==> src/rtl/uart_pkg.sv <==
// Function
// - full-duplex asynchronous port with variable-rate 8-bit and 9-bit frame modes
// - received byte is buffered so the next frame can already arrive
// - writing the data location loads transmit shifter and starts sending; never read back
// - reading the data location always returns the receive buffer
// - interrupt requested while enabled and either completion flag is set
// - completion flags stay set until software clears them
// - bit rate comes from an 8-bit auto-reload timer
// - transmit clock from visible counter, receive clock from hidden counter copy
// - both overflow streams are divided by two
// - receive copy counts only while timer runs, reloads from same byte
// - a start condition forces a reload of the receive counter copy
// - timer clock: system clock /4, /12, /48, oscillator /8, or timer pin
// - overflow rate is input clock over 256 minus reload; bit rate half that
// - 8-bit frame: start, eight data bits lsb first, stop
// - 9-bit frame: start, eight data bits, programmable ninth bit, stop
// - transmit flag rises at the start of the stop bit
// - receive loads and flags only if flag clear and checked bit high
package uart_pkg;

  // ----------------------------------------
  // register map
  // ----------------------------------------
  localparam logic [7:0] OFS_CTRL      = 8'h00;
  localparam logic [7:0] OFS_DATA      = 8'h04;
  localparam logic [7:0] OFS_TIMER     = 8'h08;
  localparam logic [7:0] OFS_COUNT     = 8'h0c;
  localparam logic [7:0] OFS_RELOAD    = 8'h10;

  localparam logic [7:0] CTRL_RESET    = 8'h40;
  localparam logic [7:0] TIMER_RESET   = 8'h00;
  localparam logic [7:0] BYTE_RESET    = 8'h00;

  // timer register fields
  localparam int         TMR_RUN_BIT   = 0;
  localparam int         TMR_SEL_LSB   = 1;
  localparam int         TMR_IE_BIT    = 7;

  // timer clock selections
  localparam logic [2:0] SEL_DIV12     = 3'h0;
  localparam logic [2:0] SEL_DIV4      = 3'h1;
  localparam logic [2:0] SEL_DIV48     = 3'h2;
  localparam logic [2:0] SEL_OSC8      = 3'h3;
  localparam logic [2:0] SEL_PIN       = 3'h4;

  localparam logic [5:0] PRE_WRAP      = 6'h2f;
  localparam logic [2:0] OSC_WRAP      = 3'h7;

  // frame lengths in bit times
  localparam logic [3:0] FRAME8_BITS   = 4'ha;
  localparam logic [3:0] FRAME9_BITS   = 4'hb;

  localparam logic [1:0] RESP_OKAY     = 2'h0;
  localparam logic [1:0] RESP_SLVERR   = 2'h2;

  typedef enum logic [5:0] {
    SEL_CTRL   = 6'b000001,
    SEL_DATA   = 6'b000010,
    SEL_TIMER  = 6'b000100,
    SEL_COUNT  = 6'b001000,
    SEL_RELOAD = 6'b010000,
    SEL_NONE   = 6'b100000
  } reg_sel_t;

  typedef enum logic [3:0] {
    RX_IDLE  = 4'b0001,
    RX_START = 4'b0010,
    RX_DATA  = 4'b0100,
    RX_STOP  = 4'b1000
  } rx_state_t;

  // serial_control_reg layout, bit 7 down to bit 0
  typedef struct packed {
    logic mode9;
    logic fixed_one;
    logic check_en;
    logic rx_en;
    logic tx_bit9;
    logic rx_bit9;
    logic tx_done_flag;
    logic rx_done_flag;
  } ctrl_t;

  typedef struct packed {
    logic        awvalid;
    logic [7:0]  awaddr;
    logic        wvalid;
    logic [31:0] wdata;
    logic [3:0]  wstrb;
    logic        bready;
    logic        arvalid;
    logic [7:0]  araddr;
    logic        rready;
  } axi_req_t;

  typedef struct packed {
    logic        awready;
    logic        wready;
    logic        bvalid;
    logic [1:0]  bresp;
    logic        arready;
    logic        rvalid;
    logic [31:0] rdata;
    logic [1:0]  rresp;
  } axi_rsp_t;

endpackage : uart_pkg

==> src/rtl/baud_timer.sv <==
`timescale 1ns/1ps
module baud_timer (
  input  wire logic       sys_clk,
  input  wire logic       rst_n,
  input  wire logic       tick,
  input  wire logic       run,
  input  wire logic       force_reload,
  input  wire logic       load,
  input  wire logic [7:0] load_val,
  input  wire logic [7:0] reload_byte,
  output logic [7:0]      count_q,
  output logic            ovf_q
);

  // 8-bit up counter reloading from reload_byte on overflow
  always_ff @(posedge sys_clk or negedge rst_n) begin
    if (!rst_n) begin
      count_q <= uart_pkg::BYTE_RESET;
      ovf_q   <= 1'b0;
    end else begin
      ovf_q <= 1'b0;
      if (force_reload) begin
        count_q <= reload_byte;
      end else if (load) begin
        count_q <= load_val;
      end else if (run && tick) begin
        if (count_q == 8'hff) begin
          count_q <= reload_byte;
          ovf_q   <= 1'b1;
        end else begin
          count_q <= count_q + 8'h01;
        end
      end
    end
  end

endmodule : baud_timer

==> src/rtl/timer_prescaler.sv <==
`timescale 1ns/1ps
module timer_prescaler (
  input  wire logic       sys_clk,
  input  wire logic       rst_n,
  input  wire logic [2:0] sel,
  input  wire logic       ext_osc,
  input  wire logic       timer_ext_input,
  output logic            tick_q
);

  logic [5:0] pre_q;
  logic [2:0] osc_cnt_q;
  logic       osc_prev_q;
  logic       pin_prev_q;
  logic       osc_rise;
  logic       tick_d;

  assign osc_rise = ext_osc && !osc_prev_q;

  always_ff @(posedge sys_clk or negedge rst_n) begin
    if (!rst_n) begin
      pre_q      <= 6'h00;
      osc_cnt_q  <= 3'h0;
      osc_prev_q <= 1'b0;
      pin_prev_q <= 1'b0;
    end else begin
      pre_q      <= (pre_q == uart_pkg::PRE_WRAP) ? 6'h00 : pre_q + 6'h01;
      osc_prev_q <= ext_osc;
      pin_prev_q <= timer_ext_input;
      if (osc_rise) begin
        osc_cnt_q <= osc_cnt_q + 3'h1;
      end
    end
  end

  // one common mod-48 counter serves all three system clock ratios
  always_comb begin
    case (sel)
      uart_pkg::SEL_DIV4:  tick_d = (pre_q[1:0] == 2'h3);
      uart_pkg::SEL_DIV12: tick_d = (pre_q == 6'h0b) || (pre_q == 6'h17) || (pre_q == 6'h23) || (pre_q == 6'h2f);
      uart_pkg::SEL_DIV48: tick_d = (pre_q == uart_pkg::PRE_WRAP);
      uart_pkg::SEL_OSC8:  tick_d = osc_rise && (osc_cnt_q == uart_pkg::OSC_WRAP);
      uart_pkg::SEL_PIN:   tick_d = timer_ext_input && !pin_prev_q;
      default:             tick_d = 1'b0;
    endcase
  end

  always_ff @(posedge sys_clk or negedge rst_n) begin
    if (!rst_n) begin
      tick_q <= 1'b0;
    end else begin
      tick_q <= tick_d;
    end
  end

endmodule : timer_prescaler

==> src/rtl/uart_buffer_baud_gen.sv <==
// Chosen here: the AXI4-Lite slave port and the register offsets.
`timescale 1ns/1ps
module uart_buffer_baud_gen (
  input  wire logic               sys_clk,
  input  wire logic               nrst,
  input  wire uart_pkg::axi_req_t axi_req,
  output uart_pkg::axi_rsp_t      axi_rsp,
  input  wire logic               rx_pin,
  input  wire logic               ext_osc,
  input  wire logic               timer_ext_input,
  output logic                    tx_pin_q,
  output logic                    irq_q
);

  // ----------------------------------------
  // reset release
  // ----------------------------------------
  logic [1:0] rst_sync_q;
  logic       rst_n;

  always_ff @(posedge sys_clk or negedge nrst) begin
    if (!nrst) begin
      rst_sync_q <= 2'h0;
    end else begin
      rst_sync_q <= {rst_sync_q[0], 1'b1};
    end
  end
  assign rst_n = rst_sync_q[1];

  // ----------------------------------------
  // register bus slave
  // ----------------------------------------
  function automatic uart_pkg::reg_sel_t decode(input logic [7:0] addr);
    case (addr)
      uart_pkg::OFS_CTRL:   decode = uart_pkg::SEL_CTRL;
      uart_pkg::OFS_DATA:   decode = uart_pkg::SEL_DATA;
      uart_pkg::OFS_TIMER:  decode = uart_pkg::SEL_TIMER;
      uart_pkg::OFS_COUNT:  decode = uart_pkg::SEL_COUNT;
      uart_pkg::OFS_RELOAD: decode = uart_pkg::SEL_RELOAD;
      default:              decode = uart_pkg::SEL_NONE;
    endcase
  endfunction : decode

  logic        awready_q, wready_q, bvalid_q, arready_q, rvalid_q;
  logic        aw_held_q, w_held_q, wstrb0_q;
  logic [7:0]  awaddr_q, wbyte_q;
  logic [1:0]  bresp_q, rresp_q;
  logic [31:0] rdata_q;
  logic        wr_fire, ar_fire;
  uart_pkg::reg_sel_t wsel, rsel;

  assign wr_fire = aw_held_q && w_held_q && !bvalid_q;
  assign ar_fire = axi_req.arvalid && arready_q;
  assign wsel    = decode(awaddr_q);
  assign rsel    = decode(axi_req.araddr);

  always_ff @(posedge sys_clk or negedge rst_n) begin
    if (!rst_n) begin
      awready_q <= 1'b1;
      wready_q  <= 1'b1;
      aw_held_q <= 1'b0;
      w_held_q  <= 1'b0;
      awaddr_q  <= 8'h00;
      wbyte_q   <= 8'h00;
      wstrb0_q  <= 1'b0;
      bvalid_q  <= 1'b0;
      bresp_q   <= uart_pkg::RESP_OKAY;
    end else begin
      if (axi_req.awvalid && awready_q) begin
        awready_q <= 1'b0;
        aw_held_q <= 1'b1;
        awaddr_q  <= axi_req.awaddr;
      end
      if (axi_req.wvalid && wready_q) begin
        wready_q <= 1'b0;
        w_held_q <= 1'b1;
        wbyte_q  <= axi_req.wdata[7:0];
        wstrb0_q <= axi_req.wstrb[0];
      end
      if (wr_fire) begin
        aw_held_q <= 1'b0;
        w_held_q  <= 1'b0;
        bvalid_q  <= 1'b1;
        bresp_q   <= (wsel == uart_pkg::SEL_NONE) ? uart_pkg::RESP_SLVERR : uart_pkg::RESP_OKAY;
      end
      if (bvalid_q && axi_req.bready) begin
        bvalid_q  <= 1'b0;
        awready_q <= 1'b1;
        wready_q  <= 1'b1;
      end
    end
  end

  // only byte lane 0 carries register data; other lanes are ignored
  logic wr_ctrl, wr_data, wr_timer, wr_count, wr_reload;
  assign wr_ctrl   = wr_fire && wstrb0_q && (wsel == uart_pkg::SEL_CTRL);
  assign wr_data   = wr_fire && wstrb0_q && (wsel == uart_pkg::SEL_DATA);
  assign wr_timer  = wr_fire && wstrb0_q && (wsel == uart_pkg::SEL_TIMER);
  assign wr_count  = wr_fire && wstrb0_q && (wsel == uart_pkg::SEL_COUNT);
  assign wr_reload = wr_fire && wstrb0_q && (wsel == uart_pkg::SEL_RELOAD);

  // ----------------------------------------
  // software state
  // ----------------------------------------
  uart_pkg::ctrl_t ctrl_q, wctrl;
  logic       tmr_run_q, int_en_q;
  logic [2:0] clk_sel_q;
  logic [7:0] reload_q, rx_buf_q;
  logic [7:0] tx_count, rx_count;
  logic       tx_done_set, rx_load;
  logic       rx_bit9_val;

  assign wctrl = uart_pkg::ctrl_t'(wbyte_q);

  always_ff @(posedge sys_clk or negedge rst_n) begin
    if (!rst_n) begin
      ctrl_q <= uart_pkg::ctrl_t'(uart_pkg::CTRL_RESET);
    end else begin
      if (wr_ctrl) begin
        ctrl_q.mode9    <= wctrl.mode9;
        ctrl_q.check_en <= wctrl.check_en;
        ctrl_q.rx_en    <= wctrl.rx_en;
        ctrl_q.tx_bit9  <= wctrl.tx_bit9;
        ctrl_q.rx_bit9  <= wctrl.rx_bit9;
      end
      if (rx_load) begin
        ctrl_q.rx_bit9 <= rx_bit9_val;
      end
      // hardware set wins over a software clear in the same cycle
      ctrl_q.tx_done_flag <= tx_done_set || (wr_ctrl ? wctrl.tx_done_flag : ctrl_q.tx_done_flag);
      ctrl_q.rx_done_flag <= rx_load || (wr_ctrl ? wctrl.rx_done_flag : ctrl_q.rx_done_flag);
      ctrl_q.fixed_one    <= 1'b1;
    end
  end

  always_ff @(posedge sys_clk or negedge rst_n) begin
    if (!rst_n) begin
      tmr_run_q <= 1'b0;
      int_en_q  <= 1'b0;
      clk_sel_q <= uart_pkg::SEL_DIV12;
      reload_q  <= uart_pkg::BYTE_RESET;
    end else begin
      if (wr_timer) begin
        tmr_run_q <= wbyte_q[uart_pkg::TMR_RUN_BIT];
        int_en_q  <= wbyte_q[uart_pkg::TMR_IE_BIT];
        clk_sel_q <= wbyte_q[uart_pkg::TMR_SEL_LSB +: 3];
      end
      if (wr_reload) begin
        reload_q <= wbyte_q;
      end
    end
  end

  always_ff @(posedge sys_clk or negedge rst_n) begin
    if (!rst_n) begin
      irq_q <= 1'b0;
    end else begin
      irq_q <= int_en_q && (ctrl_q.tx_done_flag || ctrl_q.rx_done_flag);
    end
  end

  // read data path; the transmit shifter has no read path at all
  logic [7:0] rd_byte;
  always_comb begin
    case (rsel)
      uart_pkg::SEL_CTRL:   rd_byte = ctrl_q;
      uart_pkg::SEL_DATA:   rd_byte = rx_buf_q;
      uart_pkg::SEL_TIMER:  rd_byte = {int_en_q, 3'h0, clk_sel_q, tmr_run_q};
      uart_pkg::SEL_COUNT:  rd_byte = tx_count;
      uart_pkg::SEL_RELOAD: rd_byte = reload_q;
      default:              rd_byte = 8'h00;
    endcase
  end

  always_ff @(posedge sys_clk or negedge rst_n) begin
    if (!rst_n) begin
      arready_q <= 1'b1;
      rvalid_q  <= 1'b0;
      rdata_q   <= 32'h0000_0000;
      rresp_q   <= uart_pkg::RESP_OKAY;
    end else begin
      if (ar_fire) begin
        arready_q <= 1'b0;
        rvalid_q  <= 1'b1;
        rdata_q   <= {24'h00_0000, rd_byte};
        rresp_q   <= (rsel == uart_pkg::SEL_NONE) ? uart_pkg::RESP_SLVERR : uart_pkg::RESP_OKAY;
      end else if (rvalid_q && axi_req.rready) begin
        rvalid_q  <= 1'b0;
        arready_q <= 1'b1;
      end
    end
  end

  assign axi_rsp = '{awready: awready_q, wready: wready_q, bvalid: bvalid_q, bresp: bresp_q,
                     arready: arready_q, rvalid: rvalid_q, rdata: rdata_q, rresp: rresp_q};

  // ----------------------------------------
  // baud generation
  // ----------------------------------------
  logic tmr_tick, tx_ovf, rx_ovf, start_det;
  logic tx_div_q, rx_div_q;
  logic tx_bit_tick, rx_samp;

  timer_prescaler u_pre (
    .sys_clk         (sys_clk),
    .rst_n           (rst_n),
    .sel             (clk_sel_q),
    .ext_osc         (ext_osc),
    .timer_ext_input (timer_ext_input),
    .tick_q          (tmr_tick)
  );

  // visible counter drives the transmitter
  baud_timer u_tx_tmr (
    .sys_clk      (sys_clk),
    .rst_n        (rst_n),
    .tick         (tmr_tick),
    .run          (tmr_run_q),
    .force_reload (1'b0),
    .load         (wr_count),
    .load_val     (wbyte_q),
    .reload_byte  (reload_q),
    .count_q      (tx_count),
    .ovf_q        (tx_ovf)
  );

  // hidden copy drives the receiver and restarts on each start edge
  baud_timer u_rx_tmr (
    .sys_clk      (sys_clk),
    .rst_n        (rst_n),
    .tick         (tmr_tick),
    .run          (tmr_run_q),
    .force_reload (start_det),
    .load         (1'b0),
    .load_val     (8'h00),
    .reload_byte  (reload_q),
    .count_q      (rx_count),
    .ovf_q        (rx_ovf)
  );

  always_ff @(posedge sys_clk or negedge rst_n) begin
    if (!rst_n) begin
      tx_div_q <= 1'b0;
      rx_div_q <= 1'b0;
    end else begin
      if (tx_ovf) begin
        tx_div_q <= !tx_div_q;
      end
      if (start_det) begin
        rx_div_q <= 1'b0;
      end else if (rx_ovf) begin
        rx_div_q <= !rx_div_q;
      end
    end
  end

  assign tx_bit_tick = tx_ovf && tx_div_q;
  // first overflow after the forced reload falls half a bit in: mid-bit sampling
  assign rx_samp     = rx_ovf && !rx_div_q;

  // ----------------------------------------
  // transmitter
  // ----------------------------------------
  logic [10:0] tx_shift_q;
  logic [3:0]  tx_cnt_q;

  // a write while a frame is going out restarts the frame with the new byte
  always_ff @(posedge sys_clk or negedge rst_n) begin
    if (!rst_n) begin
      tx_shift_q <= 11'h7ff;
      tx_cnt_q   <= 4'h0;
      tx_pin_q   <= 1'b1;
    end else if (wr_data) begin
      tx_shift_q <= {1'b1, ctrl_q.mode9 ? ctrl_q.tx_bit9 : 1'b1, wbyte_q, 1'b0};
      tx_cnt_q   <= ctrl_q.mode9 ? uart_pkg::FRAME9_BITS : uart_pkg::FRAME8_BITS;
    end else if (tx_bit_tick && (tx_cnt_q != 4'h0)) begin
      tx_pin_q   <= tx_shift_q[0];
      tx_shift_q <= {1'b1, tx_shift_q[10:1]};
      tx_cnt_q   <= tx_cnt_q - 4'h1;
    end
  end

  assign tx_done_set = tx_bit_tick && (tx_cnt_q == 4'h1) && !wr_data;

  // ----------------------------------------
  // receiver
  // ----------------------------------------
  logic [2:0] rx_sync_q;
  logic       rx_line;
  uart_pkg::rx_state_t rx_st_q;
  logic [8:0] rx_shift_q;
  logic [3:0] rx_cnt_q;
  logic       rx_ok;

  always_ff @(posedge sys_clk or negedge rst_n) begin
    if (!rst_n) begin
      rx_sync_q <= 3'h7;
    end else begin
      rx_sync_q <= {rx_sync_q[1:0], rx_pin};
    end
  end

  assign rx_line   = rx_sync_q[1];
  assign start_det = (rx_st_q == uart_pkg::RX_IDLE) && ctrl_q.rx_en && rx_sync_q[2] && !rx_line;
  assign rx_bit9_val = ctrl_q.mode9 ? rx_shift_q[8] : rx_line;
  // the receive buffer is separate from the shifter, so a new frame may start at once
  assign rx_ok  = !ctrl_q.rx_done_flag && (!ctrl_q.check_en || rx_bit9_val);
  assign rx_load = rx_samp && (rx_st_q == uart_pkg::RX_STOP) && rx_ok;

  always_ff @(posedge sys_clk or negedge rst_n) begin
    if (!rst_n) begin
      rx_st_q    <= uart_pkg::RX_IDLE;
      rx_shift_q <= 9'h000;
      rx_cnt_q   <= 4'h0;
    end else begin
      case (rx_st_q)
        uart_pkg::RX_IDLE: begin
          if (start_det) begin
            rx_st_q  <= uart_pkg::RX_START;
            rx_cnt_q <= 4'h0;
          end
        end
        uart_pkg::RX_START: begin
          if (rx_samp) begin
            rx_st_q <= rx_line ? uart_pkg::RX_IDLE : uart_pkg::RX_DATA;
          end
        end
        uart_pkg::RX_DATA: begin
          if (rx_samp) begin
            rx_shift_q <= {rx_line, rx_shift_q[8:1]};
            rx_cnt_q   <= rx_cnt_q + 4'h1;
            if (rx_cnt_q == (ctrl_q.mode9 ? 4'h8 : 4'h7)) begin
              rx_st_q <= uart_pkg::RX_STOP;
            end
          end
        end
        uart_pkg::RX_STOP: begin
          if (rx_samp) begin
            rx_st_q <= uart_pkg::RX_IDLE;
          end
        end
        default: rx_st_q <= uart_pkg::RX_IDLE;
      endcase
    end
  end

  always_ff @(posedge sys_clk or negedge rst_n) begin
    if (!rst_n) begin
      rx_buf_q <= uart_pkg::BYTE_RESET;
    end else if (rx_load) begin
      rx_buf_q <= ctrl_q.mode9 ? rx_shift_q[7:0] : rx_shift_q[8:1];
    end
  end
endmodule : uart_buffer_baud_gen

==> config.mk <==
export PLATFORM = sky130hd
export DESIGN_NAME = uart_buffer_baud_gen
export DESIGN_NICKNAME = d
export VERILOG_FILES = /design/src/rtl/uart_pkg.sv /design/src/rtl/baud_timer.sv /design/src/rtl/timer_prescaler.sv /design/src/rtl/uart_buffer_baud_gen.sv
export SDC_FILE = /design/constraint.sdc
export NUM_CORES = 1
export LEC_CHECK = 0
export BUFFER_PORTS_ARGS = -buffer_cell sky130_fd_sc_hd__clkbuf_2
export CORE_ASPECT_RATIO = 1.75
export CORE_MARGIN = 2
export CORE_UTILIZATION = 45
export DETAILED_ROUTE_END_ITERATION = 6
export PLACE_DENSITY = 0.72
export REMOVE_ABC_BUFFERS = 1
export SLEW_MARGIN = 30
export SYNTH_ARGS = -nofsm -noshare
export SYNTH_HDL_FRONTEND = slang
export SYNTH_SLANG_ARGS = --single-unit
==> constraint.sdc <==
create_clock -name sys_clk -period 5.2 [get_ports sys_clk]
set_input_delay 0 -clock sys_clk [delete_from_list [all_inputs] [get_ports sys_clk]]
set_output_delay 0 -clock sys_clk [all_outputs]
set_load 0.01 [all_outputs]
Word level (Yosys, flattened, before mapping) --
Index checks and enable logic that the tools add are counted.
Word-level totals: output and inout bits 43, bits in registers 135, logic and storage cells 218
Cells by class: reductions and logical operators 65, bitwise gates (word level) 1, mux-type cells 58, equality and inequality tests 43, add/subtract/negate cells 6
Operator list (number):
- $pmux W6 S5 | 2
- $mux W8 | 7
- $mux W4 | 10
- $pmux W8 S5 | 1
- $eq A8 B4 Y1 const B | 4
- $logic_and A1 B1 Y1 | 29
- $mux W1 | 29
- $eq A6 B6 Y1 const B | 4
- $reduce_bool A2 Y1 | 12
- $mux W11 | 2
- $eq A6 B4 Y1 const B | 3
- $eq A6 B5 Y1 const B | 3
- $add A8 B1 Y8 const B | 2
- $eq A8 B3 Y1 const B | 2
- $eq A8 B5 Y1 const B | 2
- $eq A8 B8 Y1 const B | 2
- $logic_not A8 Y1 | 2
- $pmux W4 S4 | 1
- $eq A6 B1 Y1 const B | 2
- $eq A6 B2 Y1 const B | 2
- $eq A6 B3 Y1 const B | 2
- $ne A2 B2 Y1 const B | 5
- $logic_not A1 Y1 | 9
- $eq A4 B1 Y1 const B | 2
- 24 further kinds | 34

Longest topological paths before layout --
Gate-level depths: netlist of run 1.
depth after elaboration 7, mapped depth 7, depth with buffers taken out 6

Modules after synthesis --
A second synthesis of run 1 with hierarchy kept.
Second synthesis, totals: cell total of the unflattened synthesis 648, area total of the unflattened synthesis 6876.6 um2
Modules (own cells, without submodules):
- uart_buffer_baud_gen | cells each 411, instances 1, area an instance 4790.8 um2
- baud_timer | cells each 94, instances 2, area an instance 744.5 um2
- timer_prescaler | cells each 49, instances 1, area an instance 596.8 um2

Worst setup path before layout of run 1 --
OpenSTA, ideal clock, no wires.
path kind register -> register, start point register awaddr_q[0], end point register tx_pin_q, arrival time 2.007 ns, data required time 5.115 ns, clock period less this slack 2.091 ns, cell stages (with the launch flop) 6, library setup time 0.085 ns, slack 3.109 ns, cells stage by stage dfrtp_1 -> or4_4 -> or3_4 -> nor4b_4 -> nor2b_1 -> mux2_1
Between the ends: longest elaborated chain between the ends 6
RTL lines:
- from (decl) | RTL line uart_buffer_baud_gen.sv:46 | logic [7:0] awaddr_q, wbyte_q;
- from (signal assigned) | RTL line uart_buffer_baud_gen.sv:72 | awaddr_q <= axi_req.awaddr;
- $eq A8 B5 Y1 (tied with other cells) | RTL line uart_buffer_baud_gen.sv:34 | case (addr)
- $pmux W6 S5 (*) | RTL line uart_buffer_baud_gen.sv:34
- $eq A6 B2 Y1 (*) | RTL line uart_buffer_baud_gen.sv:97 | assign wr_data = wr_fire && wstrb0_q && (wsel == uart_pkg::SEL_DATA);
- $logic_and A1 B1 Y1 (*) | RTL line uart_buffer_baud_gen.sv:97
- $not A1 Y1 (no source line) (*)
- $reduce_and A2 Y1 (no source line) (*)
- to (signal assigned) | RTL line uart_buffer_baud_gen.sv:277 | tx_pin_q <= tx_shift_q[0];
- to (decl) | RTL line uart_buffer_baud_gen.sv:11 | output logic tx_pin_q,
Mark *: on every way between the ends. The rest lies on a longest branch, timed or not. A chain may end at the register's enable or synchronous reset.

Worst setup path in the final report of run 1 --
start point register rx_st_q[1], end point register rx_cnt_q[2]
Between the ends: longest elaborated chain between the ends 6
RTL lines:
- from (decl) | RTL line uart_buffer_baud_gen.sv:290 | uart_pkg::rx_state_t rx_st_q;
- from (signal assigned) | RTL line uart_buffer_baud_gen.sv:312 | rx_st_q <= uart_pkg::RX_IDLE;
- from (signal assigned) | RTL line uart_buffer_baud_gen.sv:319 | rx_st_q <= uart_pkg::RX_START;
- from (signal assigned) | RTL line uart_buffer_baud_gen.sv:325 | rx_st_q <= rx_line ? uart_pkg::RX_IDLE : uart_pkg::RX_DATA;
- $eq A4 B1 Y1 | RTL line uart_buffer_baud_gen.sv:304, uart_buffer_baud_gen.sv:316
- $logic_and A1 B1 Y1 (3 in series) | RTL line uart_buffer_baud_gen.sv:304 | assign start_det = (rx_st_q == uart_pkg::RX_IDLE) && ctrl_q.rx_en && rx_sync_q[2] && !rx_line;
- $ne A2 B2 Y1 (no source line)
- $reduce_and A3 Y1 (no source line)
- to (signal assigned) | RTL line uart_buffer_baud_gen.sv:331 | rx_cnt_q <= rx_cnt_q + 4'h1;
- to (decl) | RTL line uart_buffer_baud_gen.sv:292 | logic [3:0] rx_cnt_q;
Several ways; a longest one is shown, not always the timed one.

==> out/results.tsv, run 1 <==
metric	value	unit
Crit Path Max Fanout	13	
GR Util All Layers	0.1913	
Hold Path Cell Cnt	5	
mux cell area share after synthesis	0.1226	
I/O pin cnt	105	
1st-pass router iterations	5	
Die Span Y	161.9	um
count of mapped cells out of synthesis	613	
Clock Power Share	0.389	
skew final	0.007768	ns
Crit path depth	5	
Net Sw Frac	0.2737	
Final Critical Period	2.370	ns
crit path cell chain	or4b_2 -> nor2_1 -> nand2_1 -> xor2_1 -> nor2_1	
Initial Util	0.4609	
Clock Path Buffers	2	
most frequent cells in the layout	dfrtp_1, nand2_1, clkbuf_2, mux2_2, nor2_1	
Critical Path Start Type	register	
Cells after DPL	821	
Syn-to-layout area delta	18.97	%
commonest non-fill, non-tap cell in the layout	dfrtp_1	
Post-synth EDFFs	0	
core area	13910	um^2
Crit-path slowest cell	or4b_2	
Worst-Skew Late Latency	0.41	ns
synth warn	0	
Slew Limit Fails	0	
final hold vios	0	
Pwr Density	395.8	nW/um^2
largest net degree at the start of global routing	77	
Worst Path Required	5.47	ns
delay-heaviest family, CP	simple AND/OR/NAND/NOR gates	
Rel. slew slack	0.4747	
GP Congestion	1.037	
sequential power share	0.474	
max frequency	422.0	MHz
PnR worst setup slack	2.830	ns
internal power	2193	uW
Pwr Total	3019	uW
DP HPWL	9859	um
clock sink total	132	
Yosys reg bits	132	
GRT Residual Overflow	0	
layout cells sized above 1	0.2235	
# setup viols final	0	
dpl ws	2.843	ns
slew of the pin with the lowest slew margin	0.7850	ns
initial DRC count	327	
WS Path Type	register to register	
LEAKAGE	0.003448	uW
Setup TNS Final	0	ns
IO Port Bufs	51	
Max-Cap Viols	0	
Logic pwr share	0.137	
XOR/XNOR Fraction of Synth Area	0.01776	
vias per cell	5.441	
crit path capture type	register	
ys async rst share	1.000	
first-pass GRT wire length	22900	um
post-synthesis simple-gate area fraction	0.1540	
cts hold-fix bufs	30	
worst path bufs/invs	0	
most frequent CP cell	nor2_1	
Synth Area per Inst	10.46	um^2
initial antenna violation count	0	
clk slew on worst S/H paths	0.06	ns
Arr. time, crit path	2.64	ns
Detailed Route WL	14050	um
RR Startpoint	rx_st_q[1]$_DFFE_PN0P_	
vias after detailed routing	4810	
hold path startpoint	axi_req[7]	
CP Launch Point	rx_st_q[1]$_DFFE_PN0P_	
Setup Buffers After CTS	0	
largest family of logic cells by synthesized area	simple AND/OR/NAND/NOR gates	
post-synth cell types	58	
P_sw	826.1	uW
Die W	94.22	um
wire per inst	15.90	um
R2R depth	5	
adder-cell area share of the yosys netlist	0.01757	
Antenna Nets Post-Route	0	
Layout Cells excl Fill	884	
Seq/Total Area, Yosys	0.5188	
htree depth	4	
Worst Hold Class	input pin to register	
RSZ-0062 raised after global routing	false	
die area	15250	um^2
status	finished, final reports clean	
drt drc	0	
Compound-Gate Fraction of Synth Area	0.1115	
clock tree from TritonCTS	yes	
VDD IR-drop max	228.5	uV
Final period util	0.4557	
number of global-route vias before repair	4872	
num rows	57	
main flop type after synthesis	dfrtp_1	
ANT cells	0	
CTS root buf	clkbuf_16	
post-cts resize count	0	
post-synthesis cell area	6410	um^2
Layout Nets	765	
CP max stage delay	0.74	ns
CTS buffer count	17	
## power by group through the flow
stage	clock network, uW	registers (uW)	logic, uW
2_1_floorplan	0	1380	273
3_3_place_gp	0	1440	356
3_5_place_dp	0	1450	380
4_1_cts	1190	1430	409
5_1_grt	1240	1450	465
6_report	1170	1430	414
## worst reg2reg max path, cell delays in order, from the launching register on
cell     delay [ns]
dfrtp_1        0.45
or4b_2         0.74
nor2_1         0.63
nand2_1        0.16
xor2_1         0.20
nor2_1         0.07
## worst paths after layout
check	to	slack [ns]
max in group asynchronous	ctrl_q[3]$_DFFE_PN0P_	3.92
worst max-delay path	rx_cnt_q[2]$_DFFE_PN0P_	2.83
worst min-delay path	rresp_q[1]$_DFFE_PN0P_	0.1
worst min register to register	rx_shift_q[6]$_DFFE_PN0P_	0.26
worst max register to register	rx_cnt_q[2]$_DFFE_PN0P_	2.83
min in group asynchronous	rx_shift_q[6]$_DFFE_PN0P_	0.26
## cell usage after synthesis, drive strengths merged (2+ instances only)
| cell | count | share of area |
|---|---|---|
| a211oi | 4 | 0.0047 |
| a21boi | 2 | 0.0023 |
| a21o | 3 | 0.0035 |
| a21oi | 32 | 0.025 |
| a22o | 10 | 0.014 |
| a22oi | 5 | 0.0059 |
| a31oi | 3 | 0.0029 |
| and2 | 3 | 0.0029 |
| and3 | 2 | 0.0020 |
| buf | 35 | 0.039 |
| clkbuf | 14 | 0.0082 |
| conb | 2 | 0.0012 |
| dfrtp | 114 | 0.45 |
| dfstp | 18 | 0.074 |
| ha | 9 | 0.018 |
| inv | 16 | 0.0094 |
| mux2 | 44 | 0.077 |
| mux2i | 29 | 0.045 |
| nand2 | 88 | 0.052 |
| nand2b | 5 | 0.0049 |
| nand3 | 13 | 0.010 |
| nand3b | 4 | 0.0047 |
| nand4 | 7 | 0.0068 |
| nand4b | 2 | 0.0027 |
| nor2 | 41 | 0.024 |
| nor2b | 4 | 0.0039 |
| nor3 | 12 | 0.0094 |
| nor3b | 5 | 0.0059 |
| nor4 | 4 | 0.0049 |
| nor4b | 3 | 0.0064 |
| nor4bb | 2 | 0.0031 |
| o211ai | 3 | 0.0035 |
| o21ai | 34 | 0.027 |
| o22a | 2 | 0.0027 |
| o22ai | 9 | 0.0088 |
| or2 | 3 | 0.0029 |
| or3 | 2 | 0.0027 |
| xnor2 | 3 | 0.0041 |
| xor2 | 10 | 0.014 |
## sequential cells by signal, indices dropped and copies added, names as in the netlist, 4 cells and up
register and flops:
tx_shift_q 10, rx_shift_q 9, awaddr_q 8, rdata_q 8, reload_q 8, rx_buf_q 8, u_rx_tmr.count_q 8, u_tx_tmr.count_q 8
wbyte_q 8, ctrl_q 7, u_pre.pre_q 6, rx_cnt_q 4, rx_st_q 4, tx_cnt_q 4
## per-layer routing
metal	vias to the layer above	track usage	routed length, um
li1	2263	-	-
met1	2337	0.2062	5396
met2	174	0.3497	7514
met3	36	0.03386	580
met4	0	0.09816	560
met5	-	0	0
## metrics by stage
| step | utilization | instance area, um^2 | hold slack [ns] |
|---|---|---|---|
| 2_1_floorplan | - | 6201 | -0.2956 |
| 3_3_place_gp | 0.4826 | 6711 | -0.2131 |
| 3_5_place_dp | 0.4826 | 6711 | -0.2117 |
| 4_1_cts | 0.5466 | 7602 | 0.1016 |
| 5_1_grt | 0.5484 | 7626 | 0.1528 |
| 6_report | 0.5484 | 7626 | 0.09736 |
## layout make-up
type                    count  area (um^2)
well taps                 177        221.5
repair buffers             86        605.6
flip-flops and latches    132         3329
clock buffers              24        491.7
fillers                  1184         6281
inverters                  16        60.06
multi-input cells         441         2819
clock inverters             8        98.84
## cell families after synthesis
logic type,after synthesis
compound gates,116
simple gates,203
fa+ha+maj,9
buf+inv,65
mux,73
xor+xnor,13
flops,132
other cells,2
Note: power is estimated with default switching activity, not from simulation.
==> inputs of run 2 (changes only) <==
--- a/config.mk
+++ b/config.mk
@@ -5,6 +5,7 @@
 export SDC_FILE = /design/constraint.sdc
 export NUM_CORES = 1
 export LEC_CHECK = 0
+export ABC_AREA = 1
 export BUFFER_PORTS_ARGS = -buffer_cell sky130_fd_sc_hd__clkbuf_2
 export CORE_ASPECT_RATIO = 1.75
 export CORE_MARGIN = 2
==> constraint.sdc (replaced) <==
create_clock -name sys_clk -period 2.32 [get_ports sys_clk]
set_input_delay 0 -clock sys_clk [delete_from_list [all_inputs] [get_ports sys_clk]]
set_output_delay 0 -clock sys_clk [all_outputs]
set_load 0.01 [all_outputs]
==> run 2 against run 1 <==
  * Area after synthesis up 7.1%
  * Non-clock buffer count unchanged
  * Critical path type unchanged
  * Maximum frequency up 36%
  * Cell area up 5.3%
  * Combinational power rose to 3.6 times the previous value
  * Highest routed layer unchanged
  * Clock power up 110%
  * Global-route usage up 1.0 points
  * Sequential cell count unchanged
  * Clock-buffer cell count down 4
  * Cell count up 30%
  * Die area up 6.8%
  * Sequential share of layout area down 2.2 points
==> out/results.tsv, run 2 <==
metric	value	unit
status	finished, final reports clean	
Hold Path Cell Cnt	3	
most frequent cells in the layout	nand2_1, dfrtp_1, nand3_1, inv_1, nor2_1	
Arr. time, crit path	2.10	ns
sequential cell area	3329	um^2
VDD IR-drop max	721.6	uV
LEAKAGE	0.004018	uW
share of the synthesized area in the top cell type	0.4157	
sequential power share	0.445	
skew final	0.01149	ns
drt drc	0	
Clock Path Buffers	2	
crit path cell chain	nor2_2 -> nand2_4 -> nor2_2 -> nand2_2 -> nand2_1 -> nor2_1 -> nor2_1	
Syn-to-layout area delta	17.05	%
post-synthesis cell area	6863	um^2
biggest regs	tx_shift_q (10), rx_shift_q (9)	
GP Congestion	0.9011	
Layout Cells excl Fill	1153	
max reg flops	10	
core area	14910	um^2
WS Path Type	register to register	
die area	16290	um^2
RR Endpoint	tx_shift_q[9]$_DFFE_PN1P_	
RSZ-0062 raised after global routing	false	
Detailed Route WL	15610	um
GR Util All Layers	0.2013	
max frequency	571.8	MHz
clk slew on worst S/H paths	0.06	ns
reg2reg setup slack	0.57	ns
# setup viols final	0	
clock tree from TritonCTS	yes	
slew of the pin with the lowest slew margin	0.6865	ns
initial DRC count	347	
design area	8033	um^2
multi-input logic area	2954	um^2
Final period util	0.7538	
clock sink total	132	
Worst Hold Class	input pin to register	
Pwr Density	901.1	nW/um^2
Setup Buffers After CTS	0	
R2R depth	7	
Compound-Gate Fraction of Synth Area	0.08806	
Crit Path Max Fanout	34	
hold_ws	0.1124	ns
Initial Util	0.4602	
CP max stage delay	0.40	ns
internal power	4835	uW
ys async rst share	1.000	
CTS root buf	clkbuf_16	
Crit-path slowest cell	dfrtp_1	
largest family of logic cells by synthesized area	simple AND/OR/NAND/NOR gates	
ANT cells	0	
IO Port Bufs	51	
post-synth cell types	39	
vias after detailed routing	5853	
Worst-Skew Late Latency	0.42	ns
Post-synth EDFFs	0	
Synth area leader	dfrtp_1	
most common cell in the netlist	nand2_1	
largest net degree at the start of global routing	71	
num rows	59	
hold path startpoint	axi_req[9]	
count of mapped cells out of synthesis	876	
Cells after DPL	1093	
P_sw	2403	uW
1st-pass router iterations	5	
synth warn	0	
Seq/Total Area, Yosys	0.4846	
filler cell count	1406	
Synth Area per Inst	7.834	um^2
Slew Limit Fails	0	
Worst Path Required	2.67	ns
post-synthesis simple-gate area fraction	0.2994	
RR Startpoint	awaddr_q[7]$_DFFE_PN0P_	
Biggest register	tx_shift_q	
mux cell area share after synthesis	0.001641	
crit path capture type	register	
Die Span Y	167.4	um
first-pass GRT wire length	26460	um
main flop type after synthesis	dfrtp_1	
Antenna Nets Post-Route	0	
XOR/XNOR Fraction of Synth Area	0.01021	
commonest non-fill, non-tap cell in the layout	nand2_1	
wire per inst	13.53	um
Layout Nets	1028	
Yosys reg bits	132	
Clock Power Share	0.347	
Setup TNS Final	0	ns
htree depth	4	
layout cells sized above 1	0.1340	
Rel. slew slack	0.5406	
final hold vios	0	
CTS buffer count	17	
vias per cell	5.076	
main area contributors after synthesis	dfrtp_1, nand2_1, nand3_1, dfstp_2, inv_1	
top cells by count, synth	nand2_1, dfrtp_1, nand3_1	
Final Util	0.5387	
Net Sw Frac	0.3320	
initial antenna violation count	0	
placed cell areas	7198	um^2
Logic pwr share	0.208	
hold endpoint	rvalid_q$_DFFE_PN0P_	
Die W	97.35	um
I/O pin cnt	105	
GRT Residual Overflow	0	
Critical Path Start Type	register	
Max-Cap Viols	0	
number of global-route vias before repair	5777	
DP HPWL	11240	um
Final Critical Period	1.749	ns
adder-cell area share of the yosys netlist	0.01641	
-- run 2: cell count changes in the layout (fill, tap and decap cells not counted), moves of 7 or more --
cell and delta:
a22o_1 -10, inv_1 +73, mux2_2 -42, mux2i_1 -29, nand2_1 +162, nand2_2 +7, nand3_1 +85, nand4_1 +9
nor2_1 +34, o211ai_1 +8, o21ai_0 +24, o21ai_1 +11, o22ai_1 -9
-- run 2: timing repair --
action / 4_1_cts / 5_1_grt
hold buffers: 28 / 0
resized for setup: 0 / 0
endpoints found under the hold margin: 31 / 0
-- run 2: metrics by stage --
| stage | power, uW | worst slack (ns) |
|---|---|---|
| final | 7238 | 0.5712 |
| after global routing | 7672 | 0.3433 |
| after CTS | 7292 | 0.5435 |
| after detailed placement | 4711 | 0.5868 |
| after global placement | 4665 | 0.6053 |
| after floorplan | 4145 | -1.598 |
-- run 2: worst max-delay path by stage --
stage,from,endpoint,slack [ns],cells after the start
final,awaddr_q[7]$_DFFE_PN0P_,tx_shift_q[9]$_DFFE_PN1P_,0.57,7
after detailed placement,bvalid_q$_DFFE_PN0P_,tx_shift_q[9]$_DFFE_PN1P_,0.59,7
after global placement,bvalid_q$_DFFE_PN0P_,tx_shift_q[9]$_DFFE_PN1P_,0.61,7
after CTS,awaddr_q[7]$_DFFE_PN0P_,tx_shift_q[9]$_DFFE_PN1P_,0.54,7
after global routing,bvalid_q$_DFFE_PN0P_,tx_shift_q[9]$_DFFE_PN1P_,0.34,7
after floorplan,rst_sync_q[1]$_DFF_PN0_,aw_held_q$_DFFE_PN0P_,-1.60,0
-- run 2: logic make-up after synthesis --
| group | count (synthesis) |
|---|---|
| AOI/OAI and AO/OA | 113 |
| xor gates and xnor gates | 8 |
| adders and majority gates | 9 |
| buffers and inverters | 143 |
| DFF | 132 |
| muxes | 1 |
| other | 2 |
| and+or+nand+nor | 468 |
-- run 2: area by class of cell --
cell class | instances | area share
Timing Repair Buffer | 86 | 0.07632
Multi-Input combinational cell | 626 | 0.3678
Clock buffer | 20 | 0.05561
Clock inverter | 12 | 0.01340
Inverter | 94 | 0.04393
Tap cell | 183 | 0.02850
Sequential cell | 132 | 0.4145
-- run 2: power by group through the flow --
stage | combinational (uW) | sequential, uW | clock (uW)
after floorplan | 921 | 3220 | 0
after global placement | 1420 | 3240 | 0
after detailed placement | 1460 | 3250 | 0
after CTS | 1530 | 3210 | 2550
after global routing | 1740 | 3280 | 2660
final | 1510 | 3220 | 2510
-- run 2: routing by layer --
metal  track usage  share of wire  up-vias
li1              -              -     2934
met1        0.2186           0.39     2713
met2        0.3675           0.52      164
met3       0.03464          0.039       42
met4        0.1111          0.044        0
met5             0              0        -
-- run 2: critical path: cells and delay by family, from the launching register on --
kind	cells	cell delay (ns)
simple gates	7	1.28
flops	1	0.40
==> inputs of run 3 (changes only) <==
--- a/config.mk
+++ b/config.mk
@@ -11,7 +11,7 @@
 export CORE_MARGIN = 2
 export CORE_UTILIZATION = 45
 export DETAILED_ROUTE_END_ITERATION = 6
-export PLACE_DENSITY = 0.72
+export PLACE_DENSITY = 0.74
 export REMOVE_ABC_BUFFERS = 1
 export SLEW_MARGIN = 30
 export SYNTH_ARGS = -nofsm -noshare
==> constraint.sdc (replaced) <==
create_clock -name sys_clk -period 1.6 [get_ports sys_clk]
set_input_delay 0 -clock sys_clk [delete_from_list [all_inputs] [get_ports sys_clk]]
set_output_delay 0 -clock sys_clk [all_outputs]
set_load 0.01 [all_outputs]
==> run 3 against run 2 <==
  * The run now ends with design-rule violations left
  * Clock power up 57%
  * Cell area up 4.0%
  * Register-to-register slack worse by 0.48 ns
  * Total power up 52%
  * Sequential cell count unchanged
  * Combinational power up 60%
  * Critical endpoint is now u_tx_tmr.count_q[3]$_DFFE_PN0P_
  * Die area unchanged
  * Hold slack worse by 0.065 ns
  * Sequential share of layout area down 1.6 points
  * Largest cell class unchanged
==> out/results.tsv, run 3 (same netlist as run 2, synthesis figures left out) <==
metric	value	unit
wire per inst	13.86	um
delay-heaviest family, CP	simple AND/OR/NAND/NOR gates	
vias per cell	5.095	
I/O pin cnt	105	
Rel. slew slack	0.5698	
CP max stage delay	0.40	ns
number of global-route vias before repair	5773	
Hold Path Cell Cnt	4	
RSZ-0062 raised after global routing	true	
Final Util	0.5600	
CTS root buf	clkbuf_16	
commonest non-fill, non-tap cell in the layout	nand2_1	
Biggest register	tx_shift_q	
initial DRC count	414	
most frequent cells in the layout	nand2_1, dfrtp_1, nand3_1, inv_1, nor2_1	
GR Util All Layers	0.2050	
VDD IR-drop max	883.5	uV
crit path cell chain	inv_2 -> nand3_2 -> nor2_4 -> buf_4 -> buf_4 -> nand3_2 -> nand3_1 -> nand3_1	
Die W	97.35	um
sequential cell area	3331	um^2
htree depth	4	
Arr. time, crit path	1.81	ns
ANT cells	0	
skew final	0.01089	ns
failing checks	design-rule violations	
Worst Hold Class	input pin to register	
Clock Path Buffers	2	
reg2reg setup slack	0.09	ns
biggest regs	tx_shift_q (10), rx_shift_q (9)	
LEAKAGE	0.004208	uW
filler cell count	1361	
final hold vios	0	
Critical Path Start Type	register	
clock sink total	132	
# setup viols final	0	
Slew Limit Fails	0	
num rows	59	
slew of the pin with the lowest slew margin	0.6429	ns
Syn-to-layout area delta	21.68	%
Max-Cap Viols	0	
hold endpoint	rvalid_q$_DFFE_PN0P_	
core area	14910	um^2
Layout Nets	1059	
Crit-path slowest cell	dfrtp_1	
sequential power share	0.423	
largest net degree at the start of global routing	73	
max frequency	661.9	MHz
WS Path Type	register to register	
Initial Util	0.4602	
Worst-Skew Late Latency	0.42	ns
max reg flops	10	
CTS buffer count	17	
internal power	7475	uW
IO Port Bufs	51	
die area	16290	um^2
initial antenna violation count	0	
Net Sw Frac	0.3222	
Final period util	0.9443	
clk slew on worst S/H paths	0.06	ns
clock tree from TritonCTS	yes	
Pwr Total	11030	uW
Die Span Y	167.4	um
P_sw	3552	uW
DP HPWL	11510	um
layout cells sized above 1	0.1628	
GRT Residual Overflow	0	
Crit Path Max Fanout	8	
Final Critical Period	1.511	ns
multi-input logic area	2983	um^2
Clock Power Share	0.357	
first-pass GRT wire length	26990	um
RR Startpoint	bvalid_q$_DFFE_PN0P_	
Antenna Nets Post-Route	0	
R2R depth	8	
vias after detailed routing	6033	
Detailed Route WL	16410	um
Worst Path Required	1.90	ns
drt drc	4	
GP Congestion	0.9534	
crit path capture type	register	
1st-pass router iterations	7	
status	complete, but fails checks	
worst path bufs/invs	3	
Pwr Density	1321	nW/um^2
Logic pwr share	0.220	
RR Endpoint	u_tx_tmr.count_q[3]$_DFFE_PN0P_	
hold_ws	0.04717	ns
hold path startpoint	axi_req[9]	
[run 3: cell types whose count changed in the layout (fill, tap and decap cells not counted), sizes merged]
| cell | change |
|---|---|
| nand2 | +1 |
| inv | -2 |
| clkinv | -2 |
| clkbuf | +4 |
| buf | +30 |
| bufinv | +1 |
| clkinvlp | -1 |
[run 3: tightest hold or removal path, stage by stage]
cell	delay, ns
clkbuf_2	0.08
nand2_1	0.11
buf_4	0.18
o21ai_0	0.07
[run 3: repair_timing]
action,CTS,global route
hold buffers,28,0
endpoints found under the setup margin,0,17
hold endpoints to repair,31,0
resized for setup,0,8
setup buffers,0,6
[run 3: area by class of cell]
cell class,count,area share
Sequential cell,132,0.3989
Multi-Input combinational cell,627,0.3572
Timing Repair Buffer,116,0.1023
Clock buffer,24,0.06008
Inverter,94,0.04225
Tap cell,183,0.02742
Clock inverter,8,0.01184
[run 3: per-layer routing]
metal	part of all wire	track usage	vias to the layer above
met5	0	0	-
met4	0.037	0.09481	0
met3	0.033	0.02796	41
met2	0.54	0.3862	163
met1	0.39	0.2249	2824
li1	-	-	3005
[run 3: metrics by stage]
stage                     TNS, ns  setup WS, ns  std cells  area [um^2]
after global placement          0       0.06788       1117         7391
after CTS                       0      0.003301       1177         8272
after floorplan           -285.19        -2.318        852         6633
final                           0       0.08909       1184         8351
after global routing      -0.1473      -0.02089       1184         8351
after detailed placement        0       0.01146       1117         7391
[run 3: worst max path at each step]
stage | startpoint | to | slack, ns | depth (start not counted)
floorplan | rst_sync_q[1]$_DFF_PN0_ | aw_held_q$_DFFE_PN0P_ | -2.32 | 0
global placement | rx_st_q[0]$_DFFE_PN1P_ | u_rx_tmr.count_q[2]$_DFFE_PN0P_ | 0.07 | 7
detailed placement | rx_st_q[0]$_DFFE_PN1P_ | u_rx_tmr.count_q[2]$_DFFE_PN0P_ | 0.01 | 7
CTS | rx_st_q[0]$_DFFE_PN1P_ | u_rx_tmr.count_q[2]$_DFFE_PN0P_ | 0.003 | 7
global route | bvalid_q$_DFFE_PN0P_ | u_tx_tmr.count_q[0]$_DFFE_PN0P_ | -0.02 | 8
finish | bvalid_q$_DFFE_PN0P_ | u_tx_tmr.count_q[3]$_DFFE_PN0P_ | 0.09 | 8
[run 3: power by group through the flow]
stage / combinational [uW] / clock, uW / sequential, uW
3_3_place_gp: 2190 / 0 / 4680
6_report: 2420 / 3940 / 4670
2_1_floorplan: 1340 / 0 / 4670
3_5_place_dp: 2250 / 0 / 4700
5_1_grt: 2730 / 4120 / 4750
4_1_cts: 2350 / 3980 / 4650
